==> config.mk <==
export PLATFORM = sky130hd
export DESIGN_NAME = nfc_host
export DESIGN_NICKNAME = d
export VERILOG_FILES = /design/src/include/nfc_pkg.sv /design/src/include/nfc_cyc_if.sv /design/src/verilog/nfc_host.sv /design/src/verilog/nfc_strobe.sv /design/src/verilog/nfc_sync.sv
export VERILOG_INCLUDE_DIRS = /design/src /design/src/include
export SDC_FILE = /design/constraint.sdc
export NUM_CORES = 1
export LEC_CHECK = 0
export BUFFER_PORTS_ARGS = -buffer_cell sky130_fd_sc_hd__buf_2
export CAP_MARGIN = 5
export CORE_AREA = 2 2 162 164
export CTS_CLUSTER_DIAMETER = 200
export DETAILED_ROUTE_END_ITERATION = 12
export DIE_AREA = 0 0 164 166
export PLACE_DENSITY = 0.57
export SETUP_SLACK_MARGIN = 0.5
export SLEW_MARGIN = 5
export SYNTH_ARGS = -nofsm -noshare
export SYNTH_HDL_FRONTEND = slang
export SYNTH_SLANG_ARGS = --single-unit
==> constraint.sdc <==
create_clock -name clk_sys -period 3 [get_ports clk_sys]
set_input_delay 0.45 -clock clk_sys [delete_from_list [all_inputs] [get_ports clk_sys]]
set_output_delay 0.45 -clock clk_sys [all_outputs]
set_load 0.01 [all_outputs]
==> src/include/nfc_consts.svh <==
/*
 * Timing counts, opcodes and address layout of the flash command host.
 * Assumes a single system clock whose rate is given below in MHz.
 */
`ifndef NFC_CONSTS_SVH
`define NFC_CONSTS_SVH

// ============================================================
// Clock and timing
`define NFC_CLK_MHZ 125
`define NFC_NS2CYC(ns) (((ns) * `NFC_CLK_MHZ + 999) / 1000)
`define NFC_T_WP_NS 25
`define NFC_T_WH_NS 15
`define NFC_T_REA_NS 30
`define NFC_T_REH_NS 15
`define NFC_T_WB_NS 100
`define NFC_SYNC_LAT 2

// ============================================================
// Opcodes
`define NFC_OPC_READ_LO 8'h00
`define NFC_OPC_READ_HI 8'h01
`define NFC_OPC_READ_SPARE 8'h50
`define NFC_OPC_READ_ID 8'h90
`define NFC_OPC_RESET 8'hff
`define NFC_OPC_PROG 8'h80
`define NFC_OPC_CONF_TRUE 8'h10
`define NFC_OPC_CONF_DUMMY 8'h11
`define NFC_OPC_COPY_SRC2 8'h03
`define NFC_OPC_COPY_DST 8'h8a
`define NFC_OPC_ERASE 8'h60
`define NFC_OPC_ERASE_CONF 8'hd0
`define NFC_OPC_STATUS 8'h70
`define NFC_OPC_STATUS_MULTI 8'h71

// ============================================================
// Address layout
`define NFC_PAGE_BYTES 528
`define NFC_ADDR_BITS 27
`define NFC_ROW_BITS 18
`define NFC_LEN_BITS 10
`define NFC_ADDR_CYC_PAGE 2'd3
`define NFC_ADDR_CYC_BLOCK 2'd2
`define NFC_GROUP_BIT 7

`endif

==> src/include/nfc_pkg.sv <==
/*
 * Types shared by the flash command host modules.
 * Assumes nothing beyond the constants header.
 */
package nfc_pkg;

	// ============================================================
	// Operations requested by the user side
	typedef enum logic [3:0] {
		NFC_OP_READ_LO, NFC_OP_READ_HI, NFC_OP_READ_SPARE, NFC_OP_READ_ID,
		NFC_OP_RESET, NFC_OP_PROG, NFC_OP_PROG_DUMMY, NFC_OP_COPY,
		NFC_OP_COPY_DUMMY, NFC_OP_ERASE, NFC_OP_ERASE_ADD, NFC_OP_STATUS,
		NFC_OP_STATUS_MULTI
	} nfc_op_e;

	// ============================================================
	// Bus cycle kinds
	typedef enum logic [1:0] {
		NFC_K_CMD = 2'h0, NFC_K_ADDR = 2'h1, NFC_K_WDATA = 2'h2,
		NFC_K_RDATA = 2'h3
	} nfc_kind_e;

	// ============================================================
	// Sequencer states, Gray along the usual path
	typedef enum logic [2:0] {
		NFC_S_IDLE = 3'h0, NFC_S_CMD = 3'h1, NFC_S_ADDR = 3'h3,
		NFC_S_WDATA = 3'h2, NFC_S_CONF = 3'h6, NFC_S_WAITB = 3'h7,
		NFC_S_READ = 3'h5, NFC_S_FIN = 3'h4
	} nfc_st_e;

	// Strobe phases
	typedef enum logic [1:0] {
		NFC_P_IDLE = 2'h0, NFC_P_SET = 2'h1, NFC_P_LOW = 2'h3,
		NFC_P_HIGH = 2'h2
	} nfc_ph_e;

endpackage : nfc_pkg

==> src/include/nfc_cyc_if.sv <==
/*
 * Request/answer path between the sequencer and the strobe engine.
 * Assumes both ends run on the same clock.
 */
`timescale 1ns/1ps

interface nfc_cyc_if;
	import nfc_pkg::*;
	logic req;
	nfc_kind_e kind;
	logic [7:0] wbyte;
	logic done;
	logic [7:0] rbyte;
	modport seq (output req, output kind, output wbyte,
		input done, input rbyte);
	modport eng (input req, input kind, input wbyte,
		output done, output rbyte);
endinterface : nfc_cyc_if

==> src/verilog/nfc_host.sv <==
/*
 * Host controller for an 8-bit multiplexed flash: turns user operations
 * into opcode, address and data cycles and waits on ready/busy.
 * Assumes a tristate pad outside joins bus out, in and drive enable, and
 * a pull-up on ready_busy_n.
 */
`timescale 1ns/1ps
`include "nfc_consts.svh"

module nfc_host (
	input wire logic clk_sys,
	input wire logic rstn,
	input wire logic cmd_valid,
	output logic cmd_ready,
	input wire nfc_pkg::nfc_op_e cmd_op,
	input wire logic [7:0] cmd_col,
	input wire logic [17:0] cmd_row,
	input wire logic [17:0] cmd_row2,
	input wire logic [9:0] cmd_len,
	input wire logic wr_valid,
	output logic wr_ready,
	input wire logic [7:0] wr_data,
	output logic rd_valid,
	output logic [7:0] rd_data,
	output logic op_done,
	output logic op_refused,
	output logic dev_busy,
	input wire logic allow_write,
	output logic nand_ce_n,
	output logic nand_cle,
	output logic nand_ale,
	output logic nand_we_n,
	output logic nand_re_n,
	output logic protect_n,
	output logic [7:0] shared_byte_bus_out,
	input wire logic [7:0] shared_byte_bus_in,
	output logic shared_byte_bus_drive_n,
	input wire logic ready_busy_n
);
	import nfc_pkg::*;

	localparam logic [7:0] WB_CYC = 8'(`NFC_NS2CYC(`NFC_T_WB_NS));

	typedef struct packed {
		nfc_st_e st;
		nfc_op_e op;
		logic [7:0] col;
		logic [17:0] row;
		logic [17:0] row2;
		logic [9:0] len;
		logic [9:0] cnt;
		logic [1:0] acnt;
		logic stage;
		logic [7:0] tmr;
		logic ce_n, multi, grp, rd_valid, done, err, wp_n;
		logic [7:0] rd_data;
	} nfc_host_s;

	nfc_host_s s_q, s_d;
	nfc_cyc_if cyc ();
	logic [8:0] pin_sync;
	logic rb_s;
	logic [7:0] bus_s;

	// ============================================================
	// Helpers
	function automatic logic [7:0] nfc_first_opc(input nfc_op_e op,
		input logic stage);
		logic [7:0] r;
		r = `NFC_OPC_STATUS;
		case (op)
			NFC_OP_READ_LO: r = `NFC_OPC_READ_LO;
			NFC_OP_READ_HI: r = `NFC_OPC_READ_HI;
			NFC_OP_READ_SPARE: r = `NFC_OPC_READ_SPARE;
			NFC_OP_READ_ID: r = `NFC_OPC_READ_ID;
			NFC_OP_RESET: r = `NFC_OPC_RESET;
			NFC_OP_PROG, NFC_OP_PROG_DUMMY: r = `NFC_OPC_PROG;
			NFC_OP_COPY: r = stage ? `NFC_OPC_COPY_DST
				: `NFC_OPC_READ_LO;
			NFC_OP_COPY_DUMMY: r = stage ? `NFC_OPC_COPY_DST
				: `NFC_OPC_COPY_SRC2;
			NFC_OP_ERASE, NFC_OP_ERASE_ADD: r = `NFC_OPC_ERASE;
			NFC_OP_STATUS_MULTI: r = `NFC_OPC_STATUS_MULTI;
			default: r = `NFC_OPC_STATUS;
		endcase
		return r;
	endfunction : nfc_first_opc

	function automatic logic nfc_is_erase(input nfc_op_e op);
		return op == NFC_OP_ERASE || op == NFC_OP_ERASE_ADD;
	endfunction : nfc_is_erase

	function automatic logic nfc_is_multi(input nfc_op_e op);
		return op == NFC_OP_PROG || op == NFC_OP_PROG_DUMMY ||
			op == NFC_OP_COPY || op == NFC_OP_COPY_DUMMY ||
			nfc_is_erase(op);
	endfunction : nfc_is_multi

	function automatic logic nfc_is_dummy(input nfc_op_e op);
		return op == NFC_OP_PROG_DUMMY || op == NFC_OP_COPY_DUMMY ||
			op == NFC_OP_ERASE_ADD;
	endfunction : nfc_is_dummy

	function automatic logic nfc_has_addr(input nfc_op_e op);
		return !(op == NFC_OP_READ_ID || op == NFC_OP_RESET ||
			op == NFC_OP_STATUS || op == NFC_OP_STATUS_MULTI);
	endfunction : nfc_has_addr

	function automatic logic [7:0] nfc_addr_byte(input logic [1:0] idx,
		input logic [7:0] col, input logic [17:0] row, input logic ers);
		logic [1:0] i;
		logic [7:0] r;
		// Erase skips the column byte
		i = ers ? 2'(idx + 2'd1) : idx;
		case (i)
			2'd0: r = col;
			2'd1: r = row[7:0];
			2'd2: r = row[15:8];
			default: r = {6'h00, row[17:16]};
		endcase
		return r;
	endfunction : nfc_addr_byte

	// ============================================================
	// Pin synchronisers and strobe engine
	nfc_sync #(.W(9)) u_sync (
		.clk_sys(clk_sys),
		.rstn(rstn),
		.din({ready_busy_n, shared_byte_bus_in}),
		.dout(pin_sync)
	);
	assign rb_s = pin_sync[8];
	assign bus_s = pin_sync[7:0];

	nfc_strobe u_strobe (
		.clk_sys(clk_sys),
		.rstn(rstn),
		.cyc(cyc),
		.bus_sync(bus_s),
		.cle(nand_cle),
		.ale(nand_ale),
		.we_n(nand_we_n),
		.re_n(nand_re_n),
		.bus_out(shared_byte_bus_out),
		.bus_drive_n(shared_byte_bus_drive_n)
	);

	// ============================================================
	// Sequencer
	logic [9:0] cnt_nx;
	logic last_byte;
	logic [1:0] alast;
	logic refuse;
	logic [7:0] conf_opc;

	always_comb begin
		s_d = s_q;
		s_d.rd_valid = 1'b0;
		s_d.done = 1'b0;
		s_d.err = 1'b0;
		s_d.wp_n = allow_write;
		cnt_nx = 10'(s_q.cnt + 10'd1);
		last_byte = (cnt_nx >= s_q.len);
		alast = nfc_is_erase(s_q.op) ? `NFC_ADDR_CYC_BLOCK
			: `NFC_ADDR_CYC_PAGE;
		refuse = s_q.multi && nfc_is_multi(cmd_op) &&
			(cmd_row[`NFC_GROUP_BIT] != s_q.grp);
		conf_opc = nfc_is_erase(s_q.op) ? `NFC_OPC_ERASE_CONF
			: (nfc_is_dummy(s_q.op) ? `NFC_OPC_CONF_DUMMY
			: `NFC_OPC_CONF_TRUE);
		cmd_ready = (s_q.st == NFC_S_IDLE) && (rb_s ||
			cmd_op == NFC_OP_RESET || cmd_op == NFC_OP_STATUS ||
			cmd_op == NFC_OP_STATUS_MULTI);
		cyc.req = 1'b0;
		cyc.kind = NFC_K_CMD;
		cyc.wbyte = 8'h00;
		wr_ready = 1'b0;
		if (s_q.st != NFC_S_WAITB) begin
			s_d.tmr = WB_CYC;
		end
		case (s_q.st)
			NFC_S_IDLE: begin
				if (cmd_valid && cmd_ready) begin
					if (refuse) begin
						s_d.err = 1'b1;
					end else begin
						s_d.st = NFC_S_CMD;
						s_d.op = cmd_op;
						s_d.col = cmd_col;
						s_d.row = cmd_row;
						s_d.row2 = cmd_row2;
						s_d.len = (cmd_op == NFC_OP_STATUS ||
							cmd_op == NFC_OP_STATUS_MULTI) ? 10'd1 : cmd_len;
						s_d.stage = 1'b0;
						s_d.ce_n = 1'b0;
					end
				end
			end
			NFC_S_CMD: begin
				cyc.req = 1'b1;
				cyc.kind = NFC_K_CMD;
				cyc.wbyte = nfc_first_opc(s_q.op, s_q.stage);
				s_d.acnt = 2'd0;
				s_d.cnt = 10'd0;
				if (cyc.done) begin
					if (nfc_has_addr(s_q.op)) begin
						s_d.st = NFC_S_ADDR;
					end else if (s_q.op == NFC_OP_RESET) begin
						s_d.st = NFC_S_WAITB;
					end else begin
						s_d.st = NFC_S_READ;
					end
				end
			end
			NFC_S_ADDR: begin
				cyc.req = 1'b1;
				cyc.kind = NFC_K_ADDR;
				cyc.wbyte = nfc_addr_byte(s_q.acnt, s_q.col,
					s_q.stage ? s_q.row2 : s_q.row, nfc_is_erase(s_q.op));
				if (cyc.done) begin
					s_d.acnt = 2'(s_q.acnt + 2'd1);
					if (s_q.acnt == alast) begin
						case (s_q.op)
							NFC_OP_PROG, NFC_OP_PROG_DUMMY: s_d.st = NFC_S_WDATA;
							NFC_OP_COPY, NFC_OP_COPY_DUMMY:
								s_d.st = s_q.stage ? NFC_S_CONF : NFC_S_WAITB;
							NFC_OP_ERASE_ADD: s_d.st = NFC_S_FIN;
							NFC_OP_ERASE: s_d.st = NFC_S_CONF;
							default: s_d.st = NFC_S_WAITB;
						endcase
					end
				end
			end
			NFC_S_WDATA: begin
				cyc.req = wr_valid;
				cyc.kind = NFC_K_WDATA;
				cyc.wbyte = wr_data;
				wr_ready = cyc.done;
				if (cyc.done) begin
					s_d.cnt = cnt_nx;
					if (last_byte) begin
						s_d.st = NFC_S_CONF;
					end
				end
			end
			NFC_S_CONF: begin
				cyc.req = 1'b1;
				cyc.kind = NFC_K_CMD;
				cyc.wbyte = conf_opc;
				if (cyc.done) begin
					s_d.st = NFC_S_WAITB;
				end
			end
			NFC_S_WAITB: begin
				// Give the device time to pull busy low before trusting it
				if (s_q.tmr != 8'd0) begin
					s_d.tmr = 8'(s_q.tmr - 8'd1);
				end else if (rb_s) begin
					if (nfc_is_multi(s_q.op) && !s_q.stage &&
						(s_q.op == NFC_OP_COPY || s_q.op == NFC_OP_COPY_DUMMY)) begin
						s_d.stage = 1'b1;
						s_d.st = NFC_S_CMD;
					end else if (s_q.op == NFC_OP_READ_LO ||
						s_q.op == NFC_OP_READ_HI ||
						s_q.op == NFC_OP_READ_SPARE) begin
						s_d.st = NFC_S_READ;
					end else begin
						s_d.st = NFC_S_FIN;
					end
				end
			end
			NFC_S_READ: begin
				cyc.req = 1'b1;
				cyc.kind = NFC_K_RDATA;
				if (cyc.done) begin
					s_d.rd_valid = 1'b1;
					s_d.rd_data = cyc.rbyte;
					s_d.cnt = cnt_nx;
					if (last_byte) begin
						s_d.st = NFC_S_FIN;
					end
				end
			end
			NFC_S_FIN: begin
				s_d.ce_n = 1'b1;
				s_d.done = 1'b1;
				s_d.st = NFC_S_IDLE;
				if (nfc_is_multi(s_q.op)) begin
					s_d.multi = nfc_is_dummy(s_q.op);
					s_d.grp = s_q.row[`NFC_GROUP_BIT];
				end
			end
			default: s_d.st = NFC_S_IDLE;
		endcase
	end

	always_ff @(posedge clk_sys or negedge rstn) begin
		if (!rstn) begin
			s_q <= '{st: NFC_S_IDLE, op: NFC_OP_STATUS, col: 8'h00,
				row: 18'h00000, row2: 18'h00000, len: 10'h000, cnt: 10'h000,
				acnt: 2'h0, stage: 1'b0, tmr: 8'h00, ce_n: 1'b1,
				multi: 1'b0, grp: 1'b0, rd_valid: 1'b0, done: 1'b0,
				err: 1'b0, wp_n: 1'b0, rd_data: 8'h00};
		end else begin
			s_q <= s_d;
		end
	end

	assign rd_valid = s_q.rd_valid;
	assign rd_data = s_q.rd_data;
	assign op_done = s_q.done;
	assign op_refused = s_q.err;
	assign dev_busy = !rb_s;
	assign nand_ce_n = s_q.ce_n;
	assign protect_n = s_q.wp_n;
endmodule : nfc_host

==> src/verilog/nfc_strobe.sv <==
/*
 * Strobe engine: runs one latch, write or read bus cycle per request.
 * Assumes bus_sync is the pin bus after two synchronising flops.
 */
`timescale 1ns/1ps
`include "nfc_consts.svh"

module nfc_strobe (
	input wire logic clk_sys,
	input wire logic rstn,
	nfc_cyc_if.eng cyc,
	input wire logic [7:0] bus_sync,
	output logic cle,
	output logic ale,
	output logic we_n,
	output logic re_n,
	output logic [7:0] bus_out,
	output logic bus_drive_n
);
	import nfc_pkg::*;

	localparam logic [4:0] WP_CYC = 5'(`NFC_NS2CYC(`NFC_T_WP_NS));
	localparam logic [4:0] WH_CYC = 5'(`NFC_NS2CYC(`NFC_T_WH_NS));
	localparam logic [4:0] RP_CYC =
		5'(`NFC_NS2CYC(`NFC_T_REA_NS) + `NFC_SYNC_LAT);
	localparam logic [4:0] RH_CYC = 5'(`NFC_NS2CYC(`NFC_T_REH_NS));

	typedef struct packed {
		nfc_ph_e ph;
		logic rd;
		logic [4:0] tmr;
		logic cle, ale, we_n, re_n, drive_n, done;
		logic [7:0] bus, rbyte;
	} nfc_eng_s;

	nfc_eng_s s_q, s_d;

	always_comb begin
		s_d = s_q;
		s_d.done = 1'b0;
		case (s_q.ph)
			NFC_P_IDLE: begin
				// Ignore req while done stands: the sequencer moves on only
				// at the next edge, so req and wbyte still show the old cycle
				if (cyc.req && !s_q.done) begin
					s_d.ph = NFC_P_SET;
					s_d.rd = (cyc.kind == NFC_K_RDATA);
					s_d.cle = (cyc.kind == NFC_K_CMD);
					s_d.ale = (cyc.kind == NFC_K_ADDR);
					s_d.bus = cyc.wbyte;
					// Release the bus for reads, drive it otherwise
					s_d.drive_n = (cyc.kind == NFC_K_RDATA);
				end
			end
			NFC_P_SET: begin
				s_d.ph = NFC_P_LOW;
				s_d.tmr = s_q.rd ? RP_CYC : WP_CYC;
				// Write strobe stays high through reads
				s_d.we_n = s_q.rd;
				s_d.re_n = !s_q.rd;
			end
			NFC_P_LOW: begin
				s_d.tmr = 5'(s_q.tmr - 5'd1);
				if (s_q.tmr == 5'd1) begin
					s_d.ph = NFC_P_HIGH;
					s_d.tmr = s_q.rd ? RH_CYC : WH_CYC;
					s_d.we_n = 1'b1;
					s_d.re_n = 1'b1;
					if (s_q.rd) begin
						s_d.rbyte = bus_sync;
					end
				end
			end
			NFC_P_HIGH: begin
				s_d.tmr = 5'(s_q.tmr - 5'd1);
				if (s_q.tmr == 5'd1) begin
					s_d.ph = NFC_P_IDLE;
					s_d.cle = 1'b0;
					s_d.ale = 1'b0;
					s_d.drive_n = 1'b1;
					s_d.done = 1'b1;
				end
			end
			default: s_d.ph = NFC_P_IDLE;
		endcase
	end

	always_ff @(posedge clk_sys or negedge rstn) begin
		if (!rstn) begin
			s_q <= '{ph: NFC_P_IDLE, rd: 1'b0, tmr: 5'h00, cle: 1'b0,
				ale: 1'b0, we_n: 1'b1, re_n: 1'b1, drive_n: 1'b1,
				done: 1'b0, bus: 8'h00, rbyte: 8'h00};
		end else begin
			s_q <= s_d;
		end
	end

	assign cyc.done = s_q.done;
	assign cyc.rbyte = s_q.rbyte;
	assign cle = s_q.cle;
	assign ale = s_q.ale;
	assign we_n = s_q.we_n;
	assign re_n = s_q.re_n;
	assign bus_out = s_q.bus;
	assign bus_drive_n = s_q.drive_n;
endmodule : nfc_strobe

==> src/verilog/nfc_sync.sv <==
/*
 * Two-flop synchroniser for a group of pin inputs.
 * Assumes the inputs are asynchronous to clk_sys.
 */
`timescale 1ns/1ps

module nfc_sync #(
	parameter int W = 9
) (
	input wire logic clk_sys,
	input wire logic rstn,
	input wire logic [W-1:0] din,
	output logic [W-1:0] dout
);
	typedef struct packed {
		logic [W-1:0] meta;
		logic [W-1:0] sync;
	} nfc_sync_s;

	nfc_sync_s s_q, s_d;

	always_comb begin
		s_d.meta = din;
		s_d.sync = s_q.meta;
	end

	always_ff @(posedge clk_sys or negedge rstn) begin
		if (!rstn) begin
			s_q <= '0;
		end else begin
			s_q <= s_d;
		end
	end

	assign dout = s_q.sync;
endmodule : nfc_sync
Word-level counts from Yosys, hierarchy flattened:

Index checks and enable logic that the tools add are counted.

* register bits after elaboration: 145
* bits in latches: 0
* RAM bits: 0
* bits in read-only memories: 0
* output and inout port bits: 29
* logic and storage cells: 225
* memories kept: 0

* add/sub/neg operators: 4
* multipliers: 0
* divide/modulo/power cells: 0
* order comparisons: 1
* eq/ne operators: 56
* shifts and indexed selects: 0
* multiplexer cells: 68
* bitwise gates (word level): 1
* reduce and logical (&&, ||, !) cells: 64

Operators with widths (count)
* $mux 61: 2
* $pmux 8 s10: 1
* $mux 8: 6
* $eq 4x4->1 const B: 10
* $mux 3: 13
* $eq 4x3->1 const B: 8
* $pmux 8 s4: 1
* $pmux 3 s8: 1
* $pmux 8 s3: 1
* $logic_or 1x1->1: 22
* $ne 2x1->1 const B: 11
* $mux 10: 2
* $pmux 10 s2: 1
* $mux 1: 18
* $mux 18: 1
* $mux 2: 9
* $pmux 5 s3: 1
* $reduce_and 3->1: 5
* $eq 3x3->1 const B: 4
* $ne 2x2->1 const B: 6
* $pmux 2 s2: 3
* $pmux 3 s4: 1
* $reduce_and 12->1: 1
* $reduce_and 2->1: 6
* other kinds (31): 60

Depth between registers and ports, before layout:

Gate-level depths: netlist of run 1.

* depth in word-level cells: 11
* mapped depth: 12

Modules after synthesis:

A second synthesis of run 1 with hierarchy kept.

* cell total of the unflattened synthesis: 733
* area total of the unflattened synthesis: 7608.5 sq um

By module, submodules not included
* nfc_host: instances 1, cells each 579, area each 5720.5 sq um, sequential area each 2432.3 sq um
* nfc_strobe: instances 1, cells each 136, area each 1437.6 sq um, sequential area each 754.5 sq um
* nfc_sync: instances 1, cells each 18, area each 450.4 sq um, sequential area each 450.4 sq um

Worst setup path before layout of run 1:

No wires, ideal clock.

* path type: register to register
* start: register s_q[26] in the netlist's numbering
* end: register s_q[96] in the netlist's numbering
* arrival time: 2.477 ns
* required time: 2.872 ns
* slack: 0.396 ns
* stages on the path, launching flop included: 13
* path buffers: 0
* path through: dfrtp_1 ha_1 nand3_1 nor2_1 and3_1 xnor2_1 inv_1 ha_1 o21ai_0 o221ai_1 a21oi_1 a21oi_2 mux2_1

* cells in the longest elaborated chain, start to end: 4
* elaborated cells on any way between the ends: 5
* those cells by class: add/sub: 1; order compare: 1; eq/ne: 2; reduce/logical: 1

RTL lines
* start: declaration: RTL line nfc_host.sv:59 `nfc_host_s s_q, s_d;`
* start signal: assignment: RTL line nfc_host.sv:299 `s_q <= '{st: NFC_S_IDLE, op: NFC_OP_STATUS, col: 8'h00,`
* $add 10x1->10 *: RTL line nfc_host.sv:162 `cnt_nx = 10'(s_q.cnt + 10'd1);`
* $ge 10x10->1 *: RTL line nfc_host.sv:163 `last_byte = (cnt_nx >= s_q.len);`
* $ne 2x2->1 (no source line)
* $reduce_and 12->1 (no source line) *

Every way passes the cells marked *; elsewhere a longest branch is shown, timed or not.
A chain may end at the register's enable or synchronous reset.

Worst setup path in the final report of run 1:

* start: register s_q[28] in the netlist's numbering
* end: register s_q[96] in the netlist's numbering

Same word-level chain as after synthesis.

==> qor.csv, run 1 <==
metric,value,unit
status,completed,
largest net degree at the start of global routing,58,
RD Place Congestion,0.8266,
number of enable flip-flop cells after synthesis,0,
netlist area before placement,7582,um2
last element of the critical path,s_q[96],
first-pass GRT wire length,30520,um
peak clock frequency supported by timing,408.2,MHz
setup clock skew after layout,13.98,ps
number of sinks driven by the clock tree,145,
startpoint of the most critical register-to-register path,s_q[28],
post-layout minimum cycle time,2450,ps
antenna diode instance count,0,
count of placed standard cells including taps,1118,
setup repair after global routing missed its margin,yes,
"Top FF cell, synth",sky130_fd_sc_hd__dfrtp_1,
layout overhead on the synthesized area,21.93,%
"count of placed standard cells in the final layout, fillers left out",1159,
Critical Path AT,2770,ps
top cells by area in the synthesized netlist,"sky130_fd_sc_hd__dfrtp_1 46%, sky130_fd_sc_hd__mux2_2 10%, sky130_fd_sc_hd__nand2_1 3.0%",
area of the die,27220,um2
CTS Hold Bufs,0,
Die H,166,um
critical path start-end classification,flip-flop to flip-flop,
"wirelength, routed",19180,um
floorplan core area,25620,um2
worst hold margin,5.633,ps
Placed Instance Area,8433,um2
final non-filler cell area,9245,um2
Synth Net Count,809,
end of the worst register-to-register path,s_q[96],
Setup crit end kind,flip-flop,
initial standard-cell utilization of the core,0.2960,
syn avg cell area,10.62,um2
period utilisation layout,0.8167,
critical path data required time,3320,ps
residual DRC count,0,
Tightest Hold Check Type,input port to asynchronous set/reset pin,
"area leader, netlist",sky130_fd_sc_hd__dfrtp_1,
cell with the largest stage delay on the worst path,sky130_fd_sc_hd__dfrtp_1,
fraction of final layout cells sized beyond drive strength 1,0.3447,
1st-iter DRT viols,417,
Max Fanout on Critical Path,6,
routed length per instance,16.55,um
clock tree from TritonCTS,yes,
power density of the placed cells,468.5,nW/um2
Final Net Count,906,
"sum of internal, switching and leakage power",4.331,mW
grt total ovfl,0,
proportion of netlist area held by the largest area contributor,0.4554,
number of CTS-inserted buffers,17,
clock transition at the registers of the reported paths,80,ps
antenna violations before repair,0,
via count,5755,
kind of launch point of the worst setup path,flip-flop,
H-tree depth reported by CTS,4,
"critical path, cell by cell",nand4_1 > nor3_4 > and3_4 > xnor2_2 > inv_2 > ha_4 > nand4_1 > nor2_1 > a21oi_2 > a21oi_2 > mux2_4,
Die X-Extent,164,um
post-synthesis async set-or-reset flop share,1.000,
global router's overall resource usage,0.1442,
maximum buffer depth of the clock tree,2,
final number of hold-violating endpoints,0,
number of nets still failing antenna checks after routing,0,
share of the yosys chip area belonging to registers,0.4797,
length of the first detailed-routing pass in iterations,5,
worst slew pin tran,962.3,ps
number of violations of the max-capacitance limit,0,
number of endpoints failing setup at the final stage,0,
flop2flop setup slack,550,ps
estimated wirelength of the detail-placed design,13570,um
number of top-level design ports,109,
depth of the worst register-to-register path,11,
number of standard cells after synthesis,714,
filler instances,2537,
Max IR drop VDD,268.5,uV
clock latency of the later-clocked register in the worst-skew pair,430,ps
Critical Path Max Stage Delay,430,ps
via count of the first global-routing pass,5555,
Final TNS setup,0,ps
row count,59,
start point of the critical path,s_q[28],
count of final max-slew check failures,0,
CTS Root Cell,sky130_fd_sc_hd__clkbuf_16,
routed via count divided by cell count,4.965,
Port Buffer Count,108,
synth unique cells,79,
worst relative slew slack,0.3585,
Static Leakage,4.372,nW
most frequent cell after synthesis,sky130_fd_sc_hd__dfrtp_1,
total of warnings raised by yosys,0,
Synth Register Bits,145,
most numerous cell types in the synthesized netlist,"138 x sky130_fd_sc_hd__dfrtp_1, 69 x sky130_fd_sc_hd__mux2_2, 60 x sky130_fd_sc_hd__nand2_1, 44 x sky130_fd_sc_hd__o21ai_0, 33 x sky130_fd_sc_hd__nor2_1",
critical path: cells and delay by family, from the launching register on:
family,cells,cell delay [ps]
xor gates and xnor gates,1,110
buffers and inverters,1,70
and+or+nand+nor,5,870
AOI/OAI and AO/OA,2,270
adders and majority gates,1,270
muxes,1,310
DFF,1,430
how the worst min path moves through the flow:
stage                             start             end  slack (ps)  cells past startpoint
after floorplan                    rstn         op_done         150                      0
after global placement    u_sync.s_d[2]  u_sync.dout[2]         330                      0
after detailed placement  u_sync.s_d[1]  u_sync.dout[1]         340                      0
after CTS                          rstn         s_q[76]          10                      1
after global routing               rstn         s_q[60]          30                      1
final                              rstn         s_q[62]           6                      1
cell usage in the layout (no fill, tap or decap), drive strengths merged, types with 4 or more instances in the layout:
| cell | netlist | routed |
|---|---|---|
| o211ai | 6 | 6 |
| mux4 | 5 | 5 |
| nand2b | 12 | 12 |
| clkinv | 1 | 4 |
| and2 | 5 | 5 |
| nand2 | 61 | 61 |
| o21a | 4 | 4 |
| inv | 31 | 40 |
| dfstp | 7 | 7 |
| a211oi | 12 | 12 |
| nand3 | 18 | 18 |
| o21ai | 47 | 47 |
| dfrtp | 138 | 138 |
| a31oi | 9 | 9 |
| o31ai | 4 | 4 |
| ha | 15 | 15 |
| buf | 38 | 136 |
| nor3b | 5 | 5 |
| mux2i | 21 | 21 |
| nand4 | 8 | 8 |
| nor2 | 34 | 34 |
| xnor2 | 10 | 10 |
| clkbuf | 20 | 17 |
| xor2 | 8 | 8 |
| nor3 | 9 | 9 |
| o311ai | 4 | 4 |
| mux2 | 71 | 71 |
| a21oi | 28 | 28 |
| nor2b | 12 | 12 |
per-stage QoR:
stage | util | worst slack, ps
3_3_place_gp | 0.3292 | 382.9
3_5_place_dp | 0.3292 | 346.9
5_1_grt | 0.3609 | 363.7
4_1_cts | 0.3554 | 500.1
2_1_floorplan | - | 523.5
6_report | 0.3609 | 550.0
layout make-up:
cell class / instances / area [um2] / area share
Timing Repair Buffer: 136 / 782.0 / 0.08459
Clock buffer: 17 / 425.4 / 0.04601
Sequential cell: 145 / 3643 / 0.3941
Tap cell: 335 / 419.2 / 0.04534
Multi-Input combinational cell: 479 / 3669 / 0.3968
Clock inverter: 15 / 186.4 / 0.02017
Inverter: 32 / 120.1 / 0.01299
layer usage:
| metal | up-vias | share of wire | GRT usage | wire length [um] |
|---|---|---|---|---|
| met4 | 0 | 0.023 | 0.05111 | 442 |
| met3 | 29 | 0.049 | 0.03347 | 947 |
| met5 | - | 0 | 0 | 0 |
| met1 | 2820 | 0.49 | 0.2122 | 9366 |
| li1 | 2763 | - | - | - |
| met2 | 143 | 0.44 | 0.2061 | 8420 |
cell families after synthesis:
logic type	Yosys count	share of synthesized area
AND/OR/NAND/NOR	191	0.1304
AO/OA/AOI/OAI	158	0.1381
flip-flops	145	0.4797
multiplexers	97	0.1480
buffers and inverters	90	0.05627
XOR/XNOR	18	0.02277
adder cells (fa/ha/maj)	15	0.02475
registers in the layout (all words and copies together) (netlist names):
name / flops
s_q: 84
u_sync.dout: 9
u_sync.s_d: 9
rd_data: 8
u_strobe.bus_out: 8
u_strobe.cyc.rbyte: 8
u_strobe.s_q: 8
nand_ce_n: 1
op_done: 1
op_refused: 1
protect_n: 1
rd_valid: 1
u_strobe.ale: 1
u_strobe.bus_drive_n: 1
u_strobe.cle: 1
u_strobe.cyc.done: 1
u_strobe.re_n: 1
u_strobe.we_n: 1
power by group:
group          internal (mW)  total (mW)  switching (mW)
combinational         0.0479       0.119          0.0707
sequential              1.97        1.97         0.00458
clock                   1.27        2.24           0.972
total                   3.28        4.33            1.05
timing repair:
action / CTS / global route
setup endpoints to repair: 3 / 12
gates resized for setup: 3 / 23
gates cloned: 0 / 0
pin swaps: 4 / 12
buffers inserted: 6 / 3
Note: power is estimated with default switching activity, not from simulation.
==> run 2, diff against run 1 <==
--- a/config.mk
+++ b/config.mk
@@ -12,7 +12,7 @@
 export CTS_CLUSTER_DIAMETER = 200
 export DETAILED_ROUTE_END_ITERATION = 12
 export DIE_AREA = 0 0 164 166
-export PLACE_DENSITY = 0.57
+export PLACE_DENSITY = 0.59
 export SETUP_SLACK_MARGIN = 0.5
 export SLEW_MARGIN = 5
 export SYNTH_ARGS = -nofsm -noshare
==> constraint.sdc (replaced) <==
create_clock -name clk_sys -period 2 [get_ports clk_sys]
set_input_delay 0.3 -clock clk_sys [delete_from_list [all_inputs] [get_ports clk_sys]]
set_output_delay 0.3 -clock clk_sys [all_outputs]
set_load 0.01 [all_outputs]
==> qor.csv, run 2 (synthesis gave the netlist of run 1 again) <==
metric,value,unit,change
setup repair after global routing missed its margin,yes,,
layout overhead on the synthesized area,56.12,%,
start point of the critical path,s_q[26],,
"Most flops, register",s_q,,
switching fraction of total power,0.2616,,+0.01975
CTS Root Cell,sky130_fd_sc_hd__clkbuf_16,,
peak clock frequency supported by timing,412.3,MHz,+1.0%
H-tree depth reported by CTS,4,,unchanged
status,finished with violations,,
global router's overall resource usage,0.1698,,+0.02561
number of endpoints failing setup at the final stage,29,,+29
Max IR drop VDD,528.9,uV,+97%
clock tree from TritonCTS,yes,,
routed via count divided by cell count,4.968,,about the same
final number of hold-violating endpoints,0,,unchanged
maximum buffer depth of the clock tree,2,,unchanged
antenna diode instance count,0,,unchanged
worst relative slew slack,0.2383,,-0.1201
via count,6419,,+12%
estimated wirelength of the detail-placed design,15000,um,+11%
number of sinks driven by the clock tree,145,,unchanged
grt total ovfl,0,,unchanged
length of the first detailed-routing pass in iterations,5,,unchanged
critical path depth,13,,+2
number of CTS-inserted buffers,17,,unchanged
Final Net Count,1039,,+15%
count of final max-slew check failures,0,,unchanged
first-pass GRT wire length,36110,um,+18%
filler instances,2282,,-10%
count of placed standard cells including taps,1181,,+5.6%
kind of launch point of the worst setup path,flip-flop,,
Max Fanout on Critical Path,3,,-3
floorplan core area,25620,um2,unchanged
critical path start-end classification,flip-flop to flip-flop,,
number of nets still failing antenna checks after routing,0,,unchanged
"count of placed standard cells in the final layout, fillers left out",1292,,+11%
setup clock skew after layout,11.39,ps,-2.588 ps
1st-iter DRT viols,361,,-13%
gate family responsible for the most delay along the worst path,simple AND/OR/NAND/NOR gates,,
fraction of final layout cells sized beyond drive strength 1,0.5455,,+0.2008
worst hold margin,88.92,ps,+83.29 ps
period utilisation layout,1.213,,+0.3960
Port Buffer Count,108,,unchanged
number of top-level design ports,109,,unchanged
residual DRC count,0,,unchanged
end of the worst register-to-register path,s_q[96],,
antenna violations before repair,0,,unchanged
initial standard-cell utilization of the core,0.2960,,unchanged
Die X-Extent,164,um,unchanged
Net Switching,1.676,mW,+60%
Die H,166,um,unchanged
"critical path, cell by cell",buf_6 > ha_4 > nand3_4 > nor2_4 > and3_4 > xnor2_4 > inv_2 > ha_4 > nand4_1 > nor2_1 > a21oi_2 > a21oi_2 > mux2_4,,
Static Leakage,5.478,nW,+25%
Largest register FFs,84,,unchanged
area of the die,27220,um2,unchanged
flop2flop setup slack,-430,ps,-980 ps
number of violations of the max-capacitance limit,0,,unchanged
last element of the critical path,s_q[96],,
cell internal pwr,4.730,mW,+44%
most frequent standard cell in the layout excluding fill and tap cells,sky130_fd_sc_hd__dfrtp_1,,
worst setup slack after layout,-425.3,ps,-975.2 ps
worst slew pin tran,1135,ps,+172.6 ps
largest net degree at the start of global routing,39,,-33%
startpoint of the most critical register-to-register path,s_q[26],,
clock share of power,0.503,,-0.014
power density of the placed cells,541.2,nW/um2,+16%
clock transition at the registers of the reported paths,70,ps,about the same
via count of the first global-routing pass,6478,,+17%
Cells on Worst Hold Path,2,,
post-layout minimum cycle time,2425,ps,-24.77 ps
Critical Path Max Stage Delay,390,ps,-40 ps
Setup crit end kind,flip-flop,,
power share of the combinational group,0.035,,+0.008
RD Place Congestion,0.8196,,-0.85%
Flop pwr share,0.462,,+0.007
critical path data required time,2320,ps,-1000 ps
row count,59,,unchanged
"commonest cells after routing, fill and taps aside","133 x sky130_fd_sc_hd__dfrtp_1, 107 x sky130_fd_sc_hd__buf_2, 68 x sky130_fd_sc_hd__buf_4",,
Tightest Hold Check Type,input port to flip-flop,,
clock latency of the later-clocked register in the worst-skew pair,440,ps,about the same
count of buffering cells on the critical path with inverters included,2,,+1
depth of the worst register-to-register path,13,,+2
Critical Path AT,2750,ps,-20 ps
violated checks,negative setup slack,,
cell with the largest stage delay on the worst path,sky130_fd_sc_hd__dfrtp_1,,
routed length per instance,17.81,um,+7.6%
"wirelength, routed",23010,um,+20%
[run 2: cell types whose count changed in the layout (fill, tap and decap cells not counted), moves of 11 or more]
cell	delta
sky130_fd_sc_hd__nand2_1	-17
sky130_fd_sc_hd__buf_6	+50
sky130_fd_sc_hd__nand2_2	+12
sky130_fd_sc_hd__o21ai_1	+13
sky130_fd_sc_hd__dlygate4sd3_1	+11
sky130_fd_sc_hd__mux2_4	+65
sky130_fd_sc_hd__buf_4	+42
sky130_fd_sc_hd__buf_12	+18
sky130_fd_sc_hd__nand3_1	-13
sky130_fd_sc_hd__o21ai_2	+16
sky130_fd_sc_hd__o21ai_0	-29
sky130_fd_sc_hd__mux2_2	-65
[run 2: final cells by class]
cell class / count / area, um2 / area share
repair buffers: 267 / 2369 / 0.2001
clock inverters: 15 / 168.9 / 0.01427
clock buffers: 17 / 425.4 / 0.03594
multi-input cells: 481 / 4688 / 0.3960
inverters: 32 / 123.9 / 0.01046
flip-flops and latches: 145 / 3643 / 0.3078
well taps: 335 / 419.2 / 0.03541
[run 2: power groups by stage]
stage	Clock, mW	Combinational [mW]	Sequential (mW)
2_1_floorplan	0	0.0201	3.01
3_5_place_dp	0	0.207	3.01
5_1_grt	3.41	0.250	2.96
4_1_cts	3.28	0.227	2.96
6_report	3.22	0.224	2.96
3_3_place_gp	0	0.206	3.01
[run 2: stage by stage]
stage               setup TNS, ps  power (mW)  setup WS, ps    util  cell area [um2]
finish                      -1824       6.406        -425.3  0.4621            11840
global route                -3898       6.615        -538.3  0.4621            11840
floorplan                  -741.1       3.032        -355.3       -             8193
detailed placement          -1450       3.220        -528.5  0.3698             9473
global placement            -1244       3.218        -473.3  0.3698             9473
CTS                         -1588       6.462        -491.5  0.4438            11370
[run 2: metal layers]
| metal | track usage | part of all wire |
|---|---|---|
| met5 | 0 | 0 |
| met4 | 0.05301 | 0.020 |
| met3 | 0.02997 | 0.038 |
| met2 | 0.2678 | 0.48 |
| met1 | 0.2369 | 0.46 |
[run 2: worst min path at each step]
stage          slack, ps   endpoint         start
6_report              90    s_q[46]   cmd_row2[0]
5_1_grt               80    s_q[59]  cmd_row2[13]
4_1_cts               70    s_q[54]   cmd_row2[8]
3_5_place_dp         220  protect_n          rstn
3_3_place_gp         220  protect_n          rstn
2_1_floorplan          4    op_done          rstn
[run 2: repair_timing]
item / CTS / global route
pin swaps: 52 / 34
buffers inserted: 40 / 17
gates resized for setup: 154 / 96
gates cloned: 11 / 0
hold endpoints to repair: 37 / 0
hold buffers: 11 / 0
endpoints found under the setup margin: 112 / 120
